$ cat config.mk
export PLATFORM = sky130hd
export DESIGN_NAME = ursrx_top
export DESIGN_NICKNAME = d
export VERILOG_FILES = /design/src/hdl/ursrx_pkg.sv /design/src/hdl/ursrx_top.sv
export SDC_FILE = /design/constraint.sdc
export NUM_CORES = 1
export LEC_CHECK = 0
export ABC_CLOCK_PERIOD_IN_PS = 2900
export BUFFER_PORTS_ARGS = -buffer_cell sky130_fd_sc_hd__buf_4
export CAP_MARGIN = 10
export CORE_ASPECT_RATIO = 0.75
export CORE_UTILIZATION = 51
export CTS_BUF_LIST = sky130_fd_sc_hd__clkbuf_8 sky130_fd_sc_hd__clkbuf_16
export CTS_CLUSTER_DIAMETER = 100
export DETAILED_ROUTE_END_ITERATION = 10
export GPL_ROUTABILITY_DRIVEN = 0
export GPL_TIMING_DRIVEN = 1
export PLACE_DENSITY_LB_ADDON = 0.1
export SYNTH_ARGS = -nofsm -noshare
export SYNTH_HDL_FRONTEND = slang
export SYNTH_SLANG_ARGS = --single-unit
$ cat constraint.sdc
create_clock -name core_clk_i -period 2.9 [get_ports core_clk_i]
set_input_delay 0.58 -clock core_clk_i [delete_from_list [all_inputs] [get_ports core_clk_i]]
set_output_delay 0.58 -clock core_clk_i [all_outputs]
set_load 0.02 [all_outputs]
$ cat src/hdl/ursrx_pkg.sv
/*
  constants, register map, field positions and state encoding of the
  asynchronous serial receiver.
  assumes: one system clock; the sample tick comes from an outside rate generator.
*/
package ursrx_pkg;

  // ==========================================================================
  // register map (byte addresses on the APB)
  // ==========================================================================
  localparam int unsigned ADDR_W       = 12;
  localparam logic [11:0] OFF_DATA     = 12'h000;  // data_buffer_register
  localparam logic [11:0] OFF_STAT_A   = 12'h004;  // status_control_first
  localparam logic [11:0] OFF_CTRL_B   = 12'h008;  // status_control_second
  localparam logic [11:0] OFF_CTRL_C   = 12'h00C;  // status_control_third

  // ==========================================================================
  // field positions
  // ==========================================================================
  localparam int unsigned A_DONE       = 7;  // receive_done_flag
  localparam int unsigned A_FE         = 4;  // framing_fault_flag
  localparam int unsigned A_DOR        = 3;  // data_lost_flag
  localparam int unsigned A_PE         = 2;  // parity_fault_flag
  localparam int unsigned A_DBL        = 1;  // double_speed_select
  localparam int unsigned B_IRQ        = 7;  // receive_done_irq_on
  localparam int unsigned B_ON         = 4;  // receiver_on
  localparam int unsigned B_SIZE2      = 2;  // character size, high bit
  localparam int unsigned B_NINTH      = 1;  // received_ninth_bit
  localparam int unsigned C_PAR_ON     = 5;  // parity_check_on
  localparam int unsigned C_PAR_ODD    = 4;  // parity_odd_select
  localparam int unsigned C_STOP       = 3;  // stop_bit_count_select
  localparam int unsigned C_SIZE_HI    = 2;  // character size, bit 1
  localparam int unsigned C_SIZE_LO    = 1;  // character size, bit 0

  // ==========================================================================
  // reset values
  // ==========================================================================
  localparam logic [7:0]  RST_A        = 8'h00;
  localparam logic [7:0]  RST_B        = 8'h00;
  localparam logic [7:0]  RST_C        = 8'h06;  // eight data bits

  // ==========================================================================
  // sample timing
  // ==========================================================================
  localparam logic [4:0]  SPB_NORMAL   = 5'h10;  // samples per bit, normal
  localparam logic [4:0]  SPB_DOUBLE   = 5'h08;  // samples per bit, double speed
  localparam logic [4:0]  VOTE_NORMAL  = 5'h08;  // first centre sample, normal
  localparam logic [4:0]  VOTE_DOUBLE  = 5'h04;  // first centre sample, double
  localparam logic [4:0]  VOTE_SPAN    = 5'h02;  // last minus first centre sample
  localparam logic [4:0]  CNT_ONE      = 5'h01;
  localparam logic [4:0]  CNT_TWO      = 5'h02;

  // ==========================================================================
  // character size and buffer entry layout
  // ==========================================================================
  localparam logic [2:0]  SIZE_NINE    = 3'h7;
  localparam logic [3:0]  LEN_BASE     = 4'h5;
  localparam logic [3:0]  LEN_EIGHT    = 4'h8;
  localparam logic [3:0]  LEN_NINE     = 4'h9;
  localparam int unsigned DATA_W       = 9;
  localparam int unsigned ENT_W        = 12;
  localparam int unsigned ENT_PE       = 0;
  localparam int unsigned ENT_DOR      = 1;
  localparam int unsigned ENT_FE       = 2;
  localparam int unsigned ENT_DATA     = 3;
  localparam logic [1:0]  BUF_DEPTH    = 2'h2;

  // receiver sequence
  typedef enum logic [2:0] {
    ST_IDLE   = 3'b000,
    ST_START  = 3'b001,
    ST_DATA   = 3'b010,
    ST_PARITY = 3'b011,
    ST_STOP   = 3'b100
  } ursrx_state_t;

endpackage

$ cat src/hdl/ursrx_top.sv
/*
  asynchronous serial receiver with start-bit clock recovery, majority-vote
  data recovery, parity checker, two-entry buffer and an APB register slave.
  assumes: sample_tick_i is a one-cycle pulse at 16x (8x in double speed) the
  bit rate from logic on core_clk_i; serial_in_i is asynchronous.
*/
`timescale 1ns/1ps
`default_nettype none

module ursrx_top (
  input  wire logic                        core_clk_i,       // system clock
  input  wire logic                        arst_n_i,         // async reset
  input  wire logic                        psel_i,           // apb select
  input  wire logic                        penable_i,        // apb access phase
  input  wire logic                        pwrite_i,         // apb direction
  input  wire logic [ursrx_pkg::ADDR_W-1:0] paddr_i,         // apb byte address
  input  wire logic [31:0]                 pwdata_i,         // apb write data
  input  wire logic [3:0]                  pstrb_i,          // apb byte strobes
  output logic      [31:0]                 prdata_o,         // apb read data
  output logic                             pready_o,         // apb ready
  output logic                             pslverr_o,        // apb error
  input  wire logic                        serial_in_i,      // receive line
  input  wire logic                        sample_tick_i,    // oversampling tick
  input  wire logic                        global_irq_on_i,  // global irq enable
  output logic                             irq_o,            // receive-done irq
  output logic                             pin_override_o    // pin used by receiver
);
  import ursrx_pkg::*;

  // ==========================================================================
  // helpers
  // ==========================================================================
  // two-of-three vote
  function automatic logic maj3(input logic a, input logic b, input logic c);
    maj3 = (a & b) | (a & c) | (b & c);
  endfunction

  // data bits per character from the size code
  function automatic logic [3:0] char_len(input logic [2:0] size);
    if (size == SIZE_NINE) begin
      char_len = LEN_NINE;
    end else if (size[2]) begin
      char_len = LEN_EIGHT;  // reserved codes act as eight bits
    end else begin
      char_len = LEN_BASE + {2'b00, size[1:0]};
    end
  endfunction

  // ==========================================================================
  // control registers
  // ==========================================================================
  logic       dbl_q;      // double_speed_select
  logic       irq_on_q;   // receive_done_irq_on
  logic       rx_on_q;    // receiver_on
  logic       size2_q;    // character size high bit
  logic       par_on_q;   // parity_check_on
  logic       par_odd_q;  // parity_odd_select
  logic       stop2_q;    // stop_bit_count_select, kept for software only
  logic [1:0] size_lo_q;  // character size low bits

  // ==========================================================================
  // apb decode
  // ==========================================================================
  wire logic setup_w   = psel_i & ~penable_i;
  wire logic access_w  = psel_i & penable_i;
  wire logic hit_data  = (paddr_i == OFF_DATA);
  wire logic hit_a     = (paddr_i == OFF_STAT_A);
  wire logic hit_b     = (paddr_i == OFF_CTRL_B);
  wire logic hit_c     = (paddr_i == OFF_CTRL_C);
  wire logic mapped_w  = hit_data | hit_a | hit_b | hit_c;
  wire logic wr_lane0  = access_w & pwrite_i & pstrb_i[0];
  wire logic wr_a      = wr_lane0 & hit_a;
  wire logic wr_b      = wr_lane0 & hit_b;
  wire logic wr_c      = wr_lane0 & hit_c;

  // zero-wait slave; unmapped addresses answer with an error
  assign pready_o  = 1'b1;
  assign pslverr_o = access_w & ~mapped_w;

  // ==========================================================================
  // input synchroniser and sample history
  // ==========================================================================
  logic [1:0] rx_sync_q;  // two-flop synchroniser, stage 1 read only by stage 2
  logic       prev_q;     // line level at the previous sample tick
  wire logic  rx_s     = rx_sync_q[1];
  wire logic  tick_w   = sample_tick_i & rx_on_q;

  // synchronise the asynchronous line
  always_ff @(posedge core_clk_i or negedge arst_n_i) begin
    if (!arst_n_i) begin
      rx_sync_q <= 2'b11;
    end else begin
      rx_sync_q <= {rx_sync_q[0], serial_in_i};
    end
  end

  // previous sample, idle high while the receiver is off
  always_ff @(posedge core_clk_i or negedge arst_n_i) begin
    if (!arst_n_i) begin
      prev_q <= 1'b1;
    end else if (!rx_on_q) begin
      prev_q <= 1'b1;
    end else if (tick_w) begin
      prev_q <= rx_s;
    end
  end

  // ==========================================================================
  // bit timing and voting
  // ==========================================================================
  ursrx_state_t state_q;
  logic [4:0]   cnt_q;     // sample number within the current bit
  logic [1:0]   vote_q;    // first two centre samples
  logic [3:0]   bitcnt_q;  // data bits received so far
  logic [8:0]   shift_q;   // data bits, shifted in from the top
  logic         par_bit_q; // received parity bit

  wire logic [4:0] spb_w    = dbl_q ? SPB_DOUBLE : SPB_NORMAL;
  wire logic [4:0] vfirst_w = dbl_q ? VOTE_DOUBLE : VOTE_NORMAL;
  wire logic [4:0] vlast_w  = vfirst_w + VOTE_SPAN;
  wire logic [3:0] len_w    = char_len({size2_q, size_lo_q});
  wire logic in_vote  = tick_w & (cnt_q >= vfirst_w) & (cnt_q < vlast_w);
  wire logic vote_end = tick_w & (cnt_q == vlast_w);
  wire logic bit_end  = tick_w & (cnt_q == spb_w);
  wire logic maj_w    = maj3(vote_q[1], vote_q[0], rx_s);
  wire logic idle_w   = (state_q == ST_IDLE);
  wire logic start_edge = tick_w & idle_w & prev_q & ~rx_s;
  wire logic last_data  = (bitcnt_q == len_w);  // count already holds the bit voted at sample 10 (6 in double speed)
  wire logic frame_done = vote_end & (state_q == ST_STOP);

  // sample counter: first low sample is 1, wraps each bit
  always_ff @(posedge core_clk_i or negedge arst_n_i) begin
    if (!arst_n_i) begin
      cnt_q <= CNT_ONE;
    end else if (!rx_on_q || (tick_w && idle_w && !start_edge)) begin
      cnt_q <= CNT_ONE;
    end else if (start_edge) begin
      cnt_q <= CNT_TWO;
    end else if (bit_end) begin
      cnt_q <= CNT_ONE;
    end else if (tick_w) begin
      cnt_q <= cnt_q + CNT_ONE;
    end
  end

  // collect the first two centre samples
  always_ff @(posedge core_clk_i or negedge arst_n_i) begin
    if (!arst_n_i) begin
      vote_q <= 2'b00;
    end else if (in_vote) begin
      vote_q <= {vote_q[0], rx_s};
    end
  end

  // frame sequence; off abandons any frame at once
  always_ff @(posedge core_clk_i or negedge arst_n_i) begin
    if (!arst_n_i) begin
      state_q <= ST_IDLE;
    end else if (!rx_on_q) begin
      state_q <= ST_IDLE;
    end else begin
      unique case (state_q)
        ST_IDLE: begin
          if (start_edge) begin
            state_q <= ST_START;
          end
        end
        ST_START: begin
          if (vote_end && maj_w) begin
            state_q <= ST_IDLE;
          end else if (bit_end) begin
            state_q <= ST_DATA;
          end
        end
        ST_DATA: begin
          if (bit_end && last_data) begin
            state_q <= par_on_q ? ST_PARITY : ST_STOP;
          end
        end
        ST_PARITY: begin
          if (bit_end) begin
            state_q <= ST_STOP;
          end
        end
        ST_STOP: begin
          if (vote_end) begin
            state_q <= ST_IDLE;
          end
        end
        default: begin
          state_q <= ST_IDLE;
        end
      endcase
    end
  end

  // data and parity capture
  always_ff @(posedge core_clk_i or negedge arst_n_i) begin
    if (!arst_n_i) begin
      bitcnt_q  <= 4'h0;
      shift_q   <= 9'h000;
      par_bit_q <= 1'b0;
    end else if (start_edge) begin
      bitcnt_q  <= 4'h0;
      shift_q   <= 9'h000;
    end else if (vote_end && state_q == ST_DATA) begin
      bitcnt_q  <= bitcnt_q + 4'h1;
      shift_q   <= {maj_w, shift_q[8:1]};
    end else if (vote_end && state_q == ST_PARITY) begin
      par_bit_q <= maj_w;
    end
  end

  // ==========================================================================
  // completed frame
  // ==========================================================================
  wire logic [3:0] pad_w     = LEN_NINE - len_w;
  wire logic [8:0] aligned_w = shift_q >> pad_w;
  wire logic       perr_w    = par_on_q & (^aligned_w ^ par_odd_q ^ par_bit_q);
  wire logic [ENT_W-1:0] new_ent = {aligned_w, ~maj_w, 1'b0, perr_w};

  // ==========================================================================
  // receive buffer and waiting shift register
  // ==========================================================================
  logic [ENT_W-1:0] buf_q [2];   // two-entry buffer
  logic             wr_ptr_q;
  logic             rd_ptr_q;
  logic [1:0]       count_q;
  logic [ENT_W-1:0] pend_ent_q;  // complete frame waiting for room
  logic             pend_q;
  logic             lost_q;      // a frame was lost since the last transfer

  wire logic done_w    = (count_q != 2'h0);
  wire logic pop_w     = access_w & ~pwrite_i & hit_data & done_w;
  wire logic full_w    = (count_q == BUF_DEPTH);
  wire logic space_w   = ~full_w | pop_w;
  wire logic push_pend = pend_q & space_w;
  wire logic push_new  = frame_done & space_w & ~pend_q;
  wire logic push_w    = push_pend | push_new;
  wire logic hold_new  = frame_done & ~push_new;
  wire logic lost_set  = start_edge & pend_q & full_w;
  logic [ENT_W-1:0] push_ent;

  // attach the overrun mark to the entry being written
  always_comb begin
    push_ent          = push_pend ? pend_ent_q : new_ent;
    push_ent[ENT_DOR] = lost_q;
  end

  // buffer storage
  always_ff @(posedge core_clk_i or negedge arst_n_i) begin
    if (!arst_n_i) begin
      buf_q[0] <= '0;
      buf_q[1] <= '0;
    end else if (push_w) begin
      buf_q[wr_ptr_q] <= push_ent;
    end
  end

  // pointers and fill level; receiver off empties the buffer
  always_ff @(posedge core_clk_i or negedge arst_n_i) begin
    if (!arst_n_i) begin
      wr_ptr_q <= 1'b0;
      rd_ptr_q <= 1'b0;
      count_q  <= 2'h0;
    end else if (!rx_on_q) begin
      wr_ptr_q <= 1'b0;
      rd_ptr_q <= 1'b0;
      count_q  <= 2'h0;
    end else begin
      wr_ptr_q <= wr_ptr_q ^ push_w;
      rd_ptr_q <= rd_ptr_q ^ pop_w;
      count_q  <= count_q + {1'b0, push_w} - {1'b0, pop_w};
    end
  end

  // waiting frame: a newer frame overwrites it while no room is free
  always_ff @(posedge core_clk_i or negedge arst_n_i) begin
    if (!arst_n_i) begin
      pend_q     <= 1'b0;
      pend_ent_q <= '0;
    end else if (!rx_on_q) begin
      pend_q     <= 1'b0;
    end else if (hold_new) begin
      pend_q     <= 1'b1;
      pend_ent_q <= new_ent;
    end else if (push_pend) begin
      pend_q     <= 1'b0;
    end
  end

  // overrun mark: a new start beats a transfer in the same cycle
  always_ff @(posedge core_clk_i or negedge arst_n_i) begin
    if (!arst_n_i) begin
      lost_q <= 1'b0;
    end else if (!rx_on_q) begin
      lost_q <= 1'b0;
    end else if (lost_set) begin
      lost_q <= 1'b1;
    end else if (push_w) begin
      lost_q <= 1'b0;
    end
  end

  // ==========================================================================
  // software control writes
  // ==========================================================================
  // error flag positions are not writable
  always_ff @(posedge core_clk_i or negedge arst_n_i) begin
    if (!arst_n_i) begin
      dbl_q     <= RST_A[A_DBL];
      irq_on_q  <= RST_B[B_IRQ];
      rx_on_q   <= RST_B[B_ON];
      size2_q   <= RST_B[B_SIZE2];
      par_on_q  <= RST_C[C_PAR_ON];
      par_odd_q <= RST_C[C_PAR_ODD];
      stop2_q   <= RST_C[C_STOP];
      size_lo_q <= {RST_C[C_SIZE_HI], RST_C[C_SIZE_LO]};
    end else begin
      if (wr_a) begin
        dbl_q <= pwdata_i[A_DBL];
      end
      if (wr_b) begin
        irq_on_q <= pwdata_i[B_IRQ];
        rx_on_q  <= pwdata_i[B_ON];
        size2_q  <= pwdata_i[B_SIZE2];
      end
      if (wr_c) begin
        par_on_q  <= pwdata_i[C_PAR_ON];
        par_odd_q <= pwdata_i[C_PAR_ODD];
        stop2_q   <= pwdata_i[C_STOP];
        size_lo_q <= {pwdata_i[C_SIZE_HI], pwdata_i[C_SIZE_LO]};
      end
    end
  end

  // ==========================================================================
  // read side
  // ==========================================================================
  wire logic [ENT_W-1:0] head_w = done_w ? buf_q[rd_ptr_q] : '0;
  logic [7:0] rd_a;
  logic [7:0] rd_b;
  logic [7:0] rd_c;
  logic [7:0] rd_sel;
  logic [31:0] prdata_q;

  // status and control images
  always_comb begin
    rd_a             = 8'h00;
    rd_a[A_DONE]     = done_w;
    rd_a[A_FE]       = head_w[ENT_FE];
    rd_a[A_DOR]      = head_w[ENT_DOR];
    rd_a[A_PE]       = head_w[ENT_PE] & par_on_q;
    rd_a[A_DBL]      = dbl_q;
    rd_b             = 8'h00;
    rd_b[B_IRQ]      = irq_on_q;
    rd_b[B_ON]       = rx_on_q;
    rd_b[B_SIZE2]    = size2_q;
    rd_b[B_NINTH]    = head_w[ENT_W-1];
    rd_c             = 8'h00;
    rd_c[C_PAR_ON]   = par_on_q;
    rd_c[C_PAR_ODD]  = par_odd_q;
    rd_c[C_STOP]     = stop2_q;
    rd_c[C_SIZE_HI]  = size_lo_q[1];
    rd_c[C_SIZE_LO]  = size_lo_q[0];
  end

  assign rd_sel = hit_data ? head_w[ENT_DATA +: 8] :
                  hit_a    ? rd_a :
                  hit_b    ? rd_b :
                  hit_c    ? rd_c : 8'h00;

  // read data is taken in the setup cycle so it stands during access
  always_ff @(posedge core_clk_i or negedge arst_n_i) begin
    if (!arst_n_i) begin
      prdata_q <= 32'h0000_0000;
    end else if (setup_w) begin
      prdata_q <= {24'h00_0000, rd_sel};
    end
  end

  assign prdata_o       = prdata_q;
  assign irq_o          = done_w & irq_on_q & global_irq_on_i;
  assign pin_override_o = rx_on_q;

endmodule

`default_nettype wire

Word-level counts from Yosys, hierarchy flattened
Index checks and enable logic that the tools add are counted.
{"block": "word_totals", "inputBits": 56, "reg_bits": 85}
{"block": "classes", "n_addsub": 7, "magnitude_cmp": 5, "shifts": 1, "muxes": 44, "n_eq_ne": 20, "bitwise_logic": 56, "reduce_logical": 19}
{"cell": "$mux 12", "count": 6}
{"cell": "$and 1x1->1", "count": 33}
{"cell": "$mux 5", "count": 5}
{"cell": "$bwmux 24", "count": 1}
{"cell": "$eq 12x4->1 const B", "count": 2}
{"cell": "$mux 3", "count": 8}
{"cell": "$mux 8", "count": 3}
{"cell": "$mux 4", "count": 5}
{"cell": "$mux 9", "count": 2}
{"cell": "$pmux 3 s5", "count": 1}
{"cell": "$demux 12 s1", "count": 1}
{"cell": "$eq 12x3->1 const B", "count": 1}
{"cell": "$logic_not 12->1", "count": 1}
{"cell": "$eq 5x5->1", "count": 2}
{"cell": "$mux 1", "count": 10}
{"cell": "$not 1->1", "count": 10}
{"cell": "$ne 3x3->1 const B", "count": 3}
{"cell": "$reduce_xor 9->1", "count": 1}
{"cell": "$shr 9x4->9", "count": 1}
{"cell": "$logic_and 1x1->1", "count": 7}
{"cell": "$or 1x1->1", "count": 7}
{"cell": "$eq 3x2->1 const B", "count": 2}
{"cell": "$eq 3x3->1 const B", "count": 2}
{"cell": "$mux 6", "count": 1}
{"cell": "other kinds (29)", "count": 37}

Logic depth before layout (Yosys ltp)
{"block": "logic_depth", "depth_word": 11, "ltp_mapped": 12, "ltp_nobuf": 12}

Worst setup path after synthesis
OpenSTA, ideal clock, no wires.
{"block": "synth_path", "path_type": "register to register", "start": "register size_lo_q[0]", "end": "register buf_q[0] (netlist bit)", "setup_ns": 0.128, "synth_period_minus_slack_ns": 3.047, "required_ns": 2.772, "path_buffers": 1, "slack_ns": -0.147, "path_stages_with_launch": 13, "arrival_ns": 2.919, "path_cell_list": "dfstp_2 ha_1 nand2_1 ha_1 clkbuf_1 nor2_1 o21ai_0 o22a_1 xnor2_1 xnor3_1 xor2_1 xnor2_1 o21ai_1"}
{"block": "synth_via", "elab_chain_len": 11, "word_cells_on_any_way": 12, "cone_classes": "add/sub (2); eq/ne (1); shift (1); mux (4); bitwise (3); reduce/logical (1)"}
{"item": "from (decl)", "line": "ursrx_top.sv:59", "text": "logic [1:0] size_lo_q;"}
{"item": "from (signal assigned)", "line": "ursrx_top.sv:318", "text": "size_lo_q <= {RST_C[C_SIZE_HI], RST_C[C_SIZE_LO]};"}
{"item": "from (signal assigned)", "line": "ursrx_top.sv:332", "text": "size_lo_q <= {pwdata_i[C_SIZE_HI], pwdata_i[C_SIZE_LO]};"}
{"item": "$add 3x2->4", "line": "ursrx_top.sv:45", "text": "char_len = LEN_BASE + {2'b00, size[1:0]};"}
{"item": "$mux 4", "line": "ursrx_top.sv:42", "text": "end else if (size[2]) begin"}
{"item": "$mux 4 (*)", "line": "ursrx_top.sv:40", "text": "if (size == SIZE_NINE) begin"}
{"item": "$sub 4x4->4 (*)", "line": "ursrx_top.sv:217", "text": "wire logic [3:0] pad_w = LEN_NINE - len_w;"}
{"item": "$shr 9x4->9 (*)", "line": "ursrx_top.sv:218", "text": "wire logic [8:0] aligned_w = shift_q >> pad_w;"}
{"item": "$reduce_xor 9->1 (*)", "line": "ursrx_top.sv:219", "text": "wire logic perr_w = par_on_q & (^aligned_w ^ par_odd_q ^ par_bit_q);"}
{"item": "$xor 1x1->1 (*) (2 in series)", "line": "ursrx_top.sv:219"}
{"item": "$and 1x1->1 (*)", "line": "ursrx_top.sv:219"}
{"item": "$mux 12 (*)", "line": "ursrx_top.sv:246", "text": "push_ent = push_pend ? pend_ent_q : new_ent;"}
{"item": "$bwmux 24 (*)", "line": "ursrx_top.sv:256", "text": "buf_q[wr_ptr_q] <= push_ent;"}
{"item": "to (signal, indexed assignment)", "line": "ursrx_top.sv:256"}
{"item": "to (decl)", "line": "ursrx_top.sv:225", "text": "logic [ENT_W-1:0] buf_q [2];"}
Every way passes the cells marked *; elsewhere a longest branch is shown, timed or not.
A chain may end at the register's enable or synchronous reset.

Final worst setup path
Same ends and word-level chain as after synthesis.

==> impl_results.md <==
* Via count at 3852
* Non-filler cells, final at 712
* Clk buf depth at 2
* Seq pwr share at between 40% and 50%
* CP Max Fanout at 5
* Synth area leader: dfrtp_1
* Critical-path cell list: buf_6 -> mux4_2 -> mux2_4 -> xor2_2 -> mux2i_2 -> mux2i_1 -> xor2_1 -> xnor2_1 -> buf_4 -> o21ai_2
* Top cells by area, synth: dfrtp_1, mux2i_1, nor2_1
* CTS root buffer: clkbuf_16
* Initial antenna violation count at 0
* Register area share after synthesis at a little over two fifths
* Vias in the first global route at roughly 3700
* Critical path class: flip-flop to flip-flop
* Antenna-violating nets left at 0
* Global-route wire length before repair at 18.2 mm
* Total power at 2.39 mW
* # rows at 30
* CP max-delay cell: dfstp_2
* GRT overflow at 0
* CTS tree: built
* # clock sinks at 85
* Max H-tree Level at 3
* I/O pins at between 90 and 100
* Pin count of the biggest net entering global routing at 47
* Die Y at a little under 90 um
* Setup ws final at about 0.019 ns
* Clk_lat worst skew at 0.34 ns
* Layout area overhead at 17.9%
* Core area at around 9300 um^2
* Post-synth top flop: dfrtp_1
* Die W at roughly 120 um
* Initial core utilization at between 50 and 60%
* Worst relative slew slack at a little under half
* Max_cap viols at 0
* Hold Slack at around 0.26 ns
* Post-Syn Area per Cell at ~9.6 um^2
* Top-area cell type share of the netlist area at 39.5%
* Post-synth EDFFs at 0
* Pre-CTS setup slack at -0.00881 ns
* DIE AREA at approximately 10000 um^2
* Reg2reg path depth at 10
* FF+latch count, synth at 85
* Share of layout cells above drive strength 1 at between 20 and 25%
* RR Endpoint: buf_q[0]
* Post-DR vias/cell at approximately 5.4
* Initial DRT Pass Iterations at 4
* Setup tns final at 0 ns
* Syn Inst Count at around 520
* Setup slack, reg-to-reg at between 0.015 and 0.02 ns
* Power Density at 406 nW/um^2
* Clk slew on worst S/H paths at 0.07 ns
* GRT Total Usage at between 20% and 30%
* Leakage at ~2.7 nW
* HP Class: input port to asynchronous set/reset pin
* Post-Route WL at 11.1 mm
* Psw at around 0.58 mW
* Hold_buf cts at 0
* Int Power at roughly 1.8 mW
* DP HPWL at 8.23 mm
* Slowest stage delay, CP at roughly 0.60 ns
* Num CTS Buffers at 9
* Final-report hold violation count at 0
* RSZ-0062 raised after global routing: yes
* Switching Share at between 20% and 30%
* Number of remaining DRC errors at 0
* PortBufs at 37
* Max Fclk at 347 MHz
* Critical Path RT at about 3.1 ns
* Async set or reset register ratio after synthesis at between 90% and 100%
* Worst-margin pin slew at approximately 0.8 ns
* Worst Path Buf+Inv at 2
* Critical path's top delay family: multiplexers
* Logic pwr share at under 10%
* Pins Over Slew Limit at 0
* Clock Skew at around 0.0066 ns
* Minimum clock period at around 2.9 ns
* Synth warnings at 0
* Routed length per placed instance at about 16 um
* 1st-iter DRT viols at approximately 210
* # placed instances at 694
* Peak VDD IR at around 0.37 mV
* Net count, final at 650
* Post-synth design cell area at between 5000 and 6000 um^2
* Crit. End Element: flip-flop
* Status: finished, final reports clean
* Worst Path Arrival at just over 3 ns
* Setup violators final at 0
* Startpoint Class: flip-flop
* Crit share post-route at between 90 and 100%
* Clk network pwr share at between 40 and 50%
* Worst r2r src: size_lo_q[0]
* Unique cell type count in the Yosys netlist at 59
* Antenna cells at 0
## repair_timing
item	in CTS	in global routing
gates resized for setup	3	9
pin swaps	1	6
endpoints found under the setup margin	2	3
setup buffers	1	1
## through the flow
step / cell area [um^2] / util, %
after floorplan: 5100 / -
after global placement: 5550 / 59.9
after detailed placement: 5550 / 59.9
after CTS: 5850 / 63.1
after global routing: 5900 / 63.6
final: 5900 / 63.6
## power groups by stage
stage               clock (mW)  sequential, mW  combinational (mW)
CTS                       1.13            1.19               0.107
detailed placement           0            1.21               0.106
global placement             0            1.21               0.105
finish                    1.10            1.19               0.105
floorplan                    0            1.21              0.0692
global route              1.17            1.19               0.118
## synth_stat cells (all sizes together) (4+ instances only)
| cell | count |
|---|---|
| a21oi | 37 |
| a22oi | 4 |
| and2 | 7 |
| and3 | 4 |
| buf | 31 |
| clkbuf | 21 |
| dfrtp | 79 |
| dfstp | 6 |
| ha | 15 |
| inv | 12 |
| mux2 | 28 |
| mux2i | 33 |
| mux4 | 4 |
| nand2 | 48 |
| nand2b | 6 |
| nand3 | 6 |
| nor2 | 60 |
| nor2b | 8 |
| nor3 | 8 |
| nor4 | 5 |
| o211ai | 5 |
| o21ai | 30 |
| xnor2 | 8 |
| xor2 | 10 |
## how the worst max path moves through the flow
stage	startpoint	end	slack, ns	depth (start not counted)
3_5_place_dp	size_lo_q[0]	pend_ent_q[0]	-0.009	10
2_1_floorplan	size_lo_q[0]	buf_q[0]	0.04	12
3_3_place_gp	size_lo_q[0]	pend_ent_q[0]	0.06	10
5_1_grt	size_lo_q[0]	pend_ent_q[0]	-0.10	10
6_report	size_lo_q[0]	buf_q[0]	0.02	10
4_1_cts	size_lo_q[0]	pend_ent_q[0]	0.009	10
## layout by cell type, fill, tap and decap left out, types with 12 or more instances in the layout
cell type and n:
a21oi_1 37, dfrtp_1 79, conb_1 25, mux2_1 18
nor2_1 59, nand2_1 47, mux2i_1 32, buf_4 72
ha_1 12, o21ai_1 20
## routing by layer
layer,vias to the layer above,share of wire [%],track usage (%)
met1,1898,48,31.9
met4,0,1.5,6.64
met2,58,47,38.7
li1,1881,-,-
met3,15,2.7,4.43
met5,-,0,0
## sequential cells by signal, indices dropped and copies added (netlist names), 2 cells and up
register,count
buf_q,24
rx_sync_q,2
bitcnt_q,4
shift_q,9
size_lo_q,2
vote_q,2
prdata_o,8
cnt_q,5
state_q,3
pend_ent_q,11
count_q,2
## cells by family after synthesis
family,Yosys count,share of synthesized area [%]
DFF,85,42.7
xor gates and xnor gates,19,3.60
other,2,0.150
muxes,65,14.7
buffers and inverters,64,6.90
AOI/OAI and AO/OA,98,11.7
and+or+nand+nor,172,16.3
adders and majority gates,16,3.95
## cell type report
class / count / area [um^2]
multi-input cells: 395 / 2660
clock inverters: 7 / 58.8
flip-flops and latches: 85 / 2130
repair buffers: 76 / 612
inverters: 12 / 45.0
clock buffers: 9 / 225
fillers: 793 / 3370
well taps: 128 / 160
No activity file was read; power rests on OpenSTA's default activity.
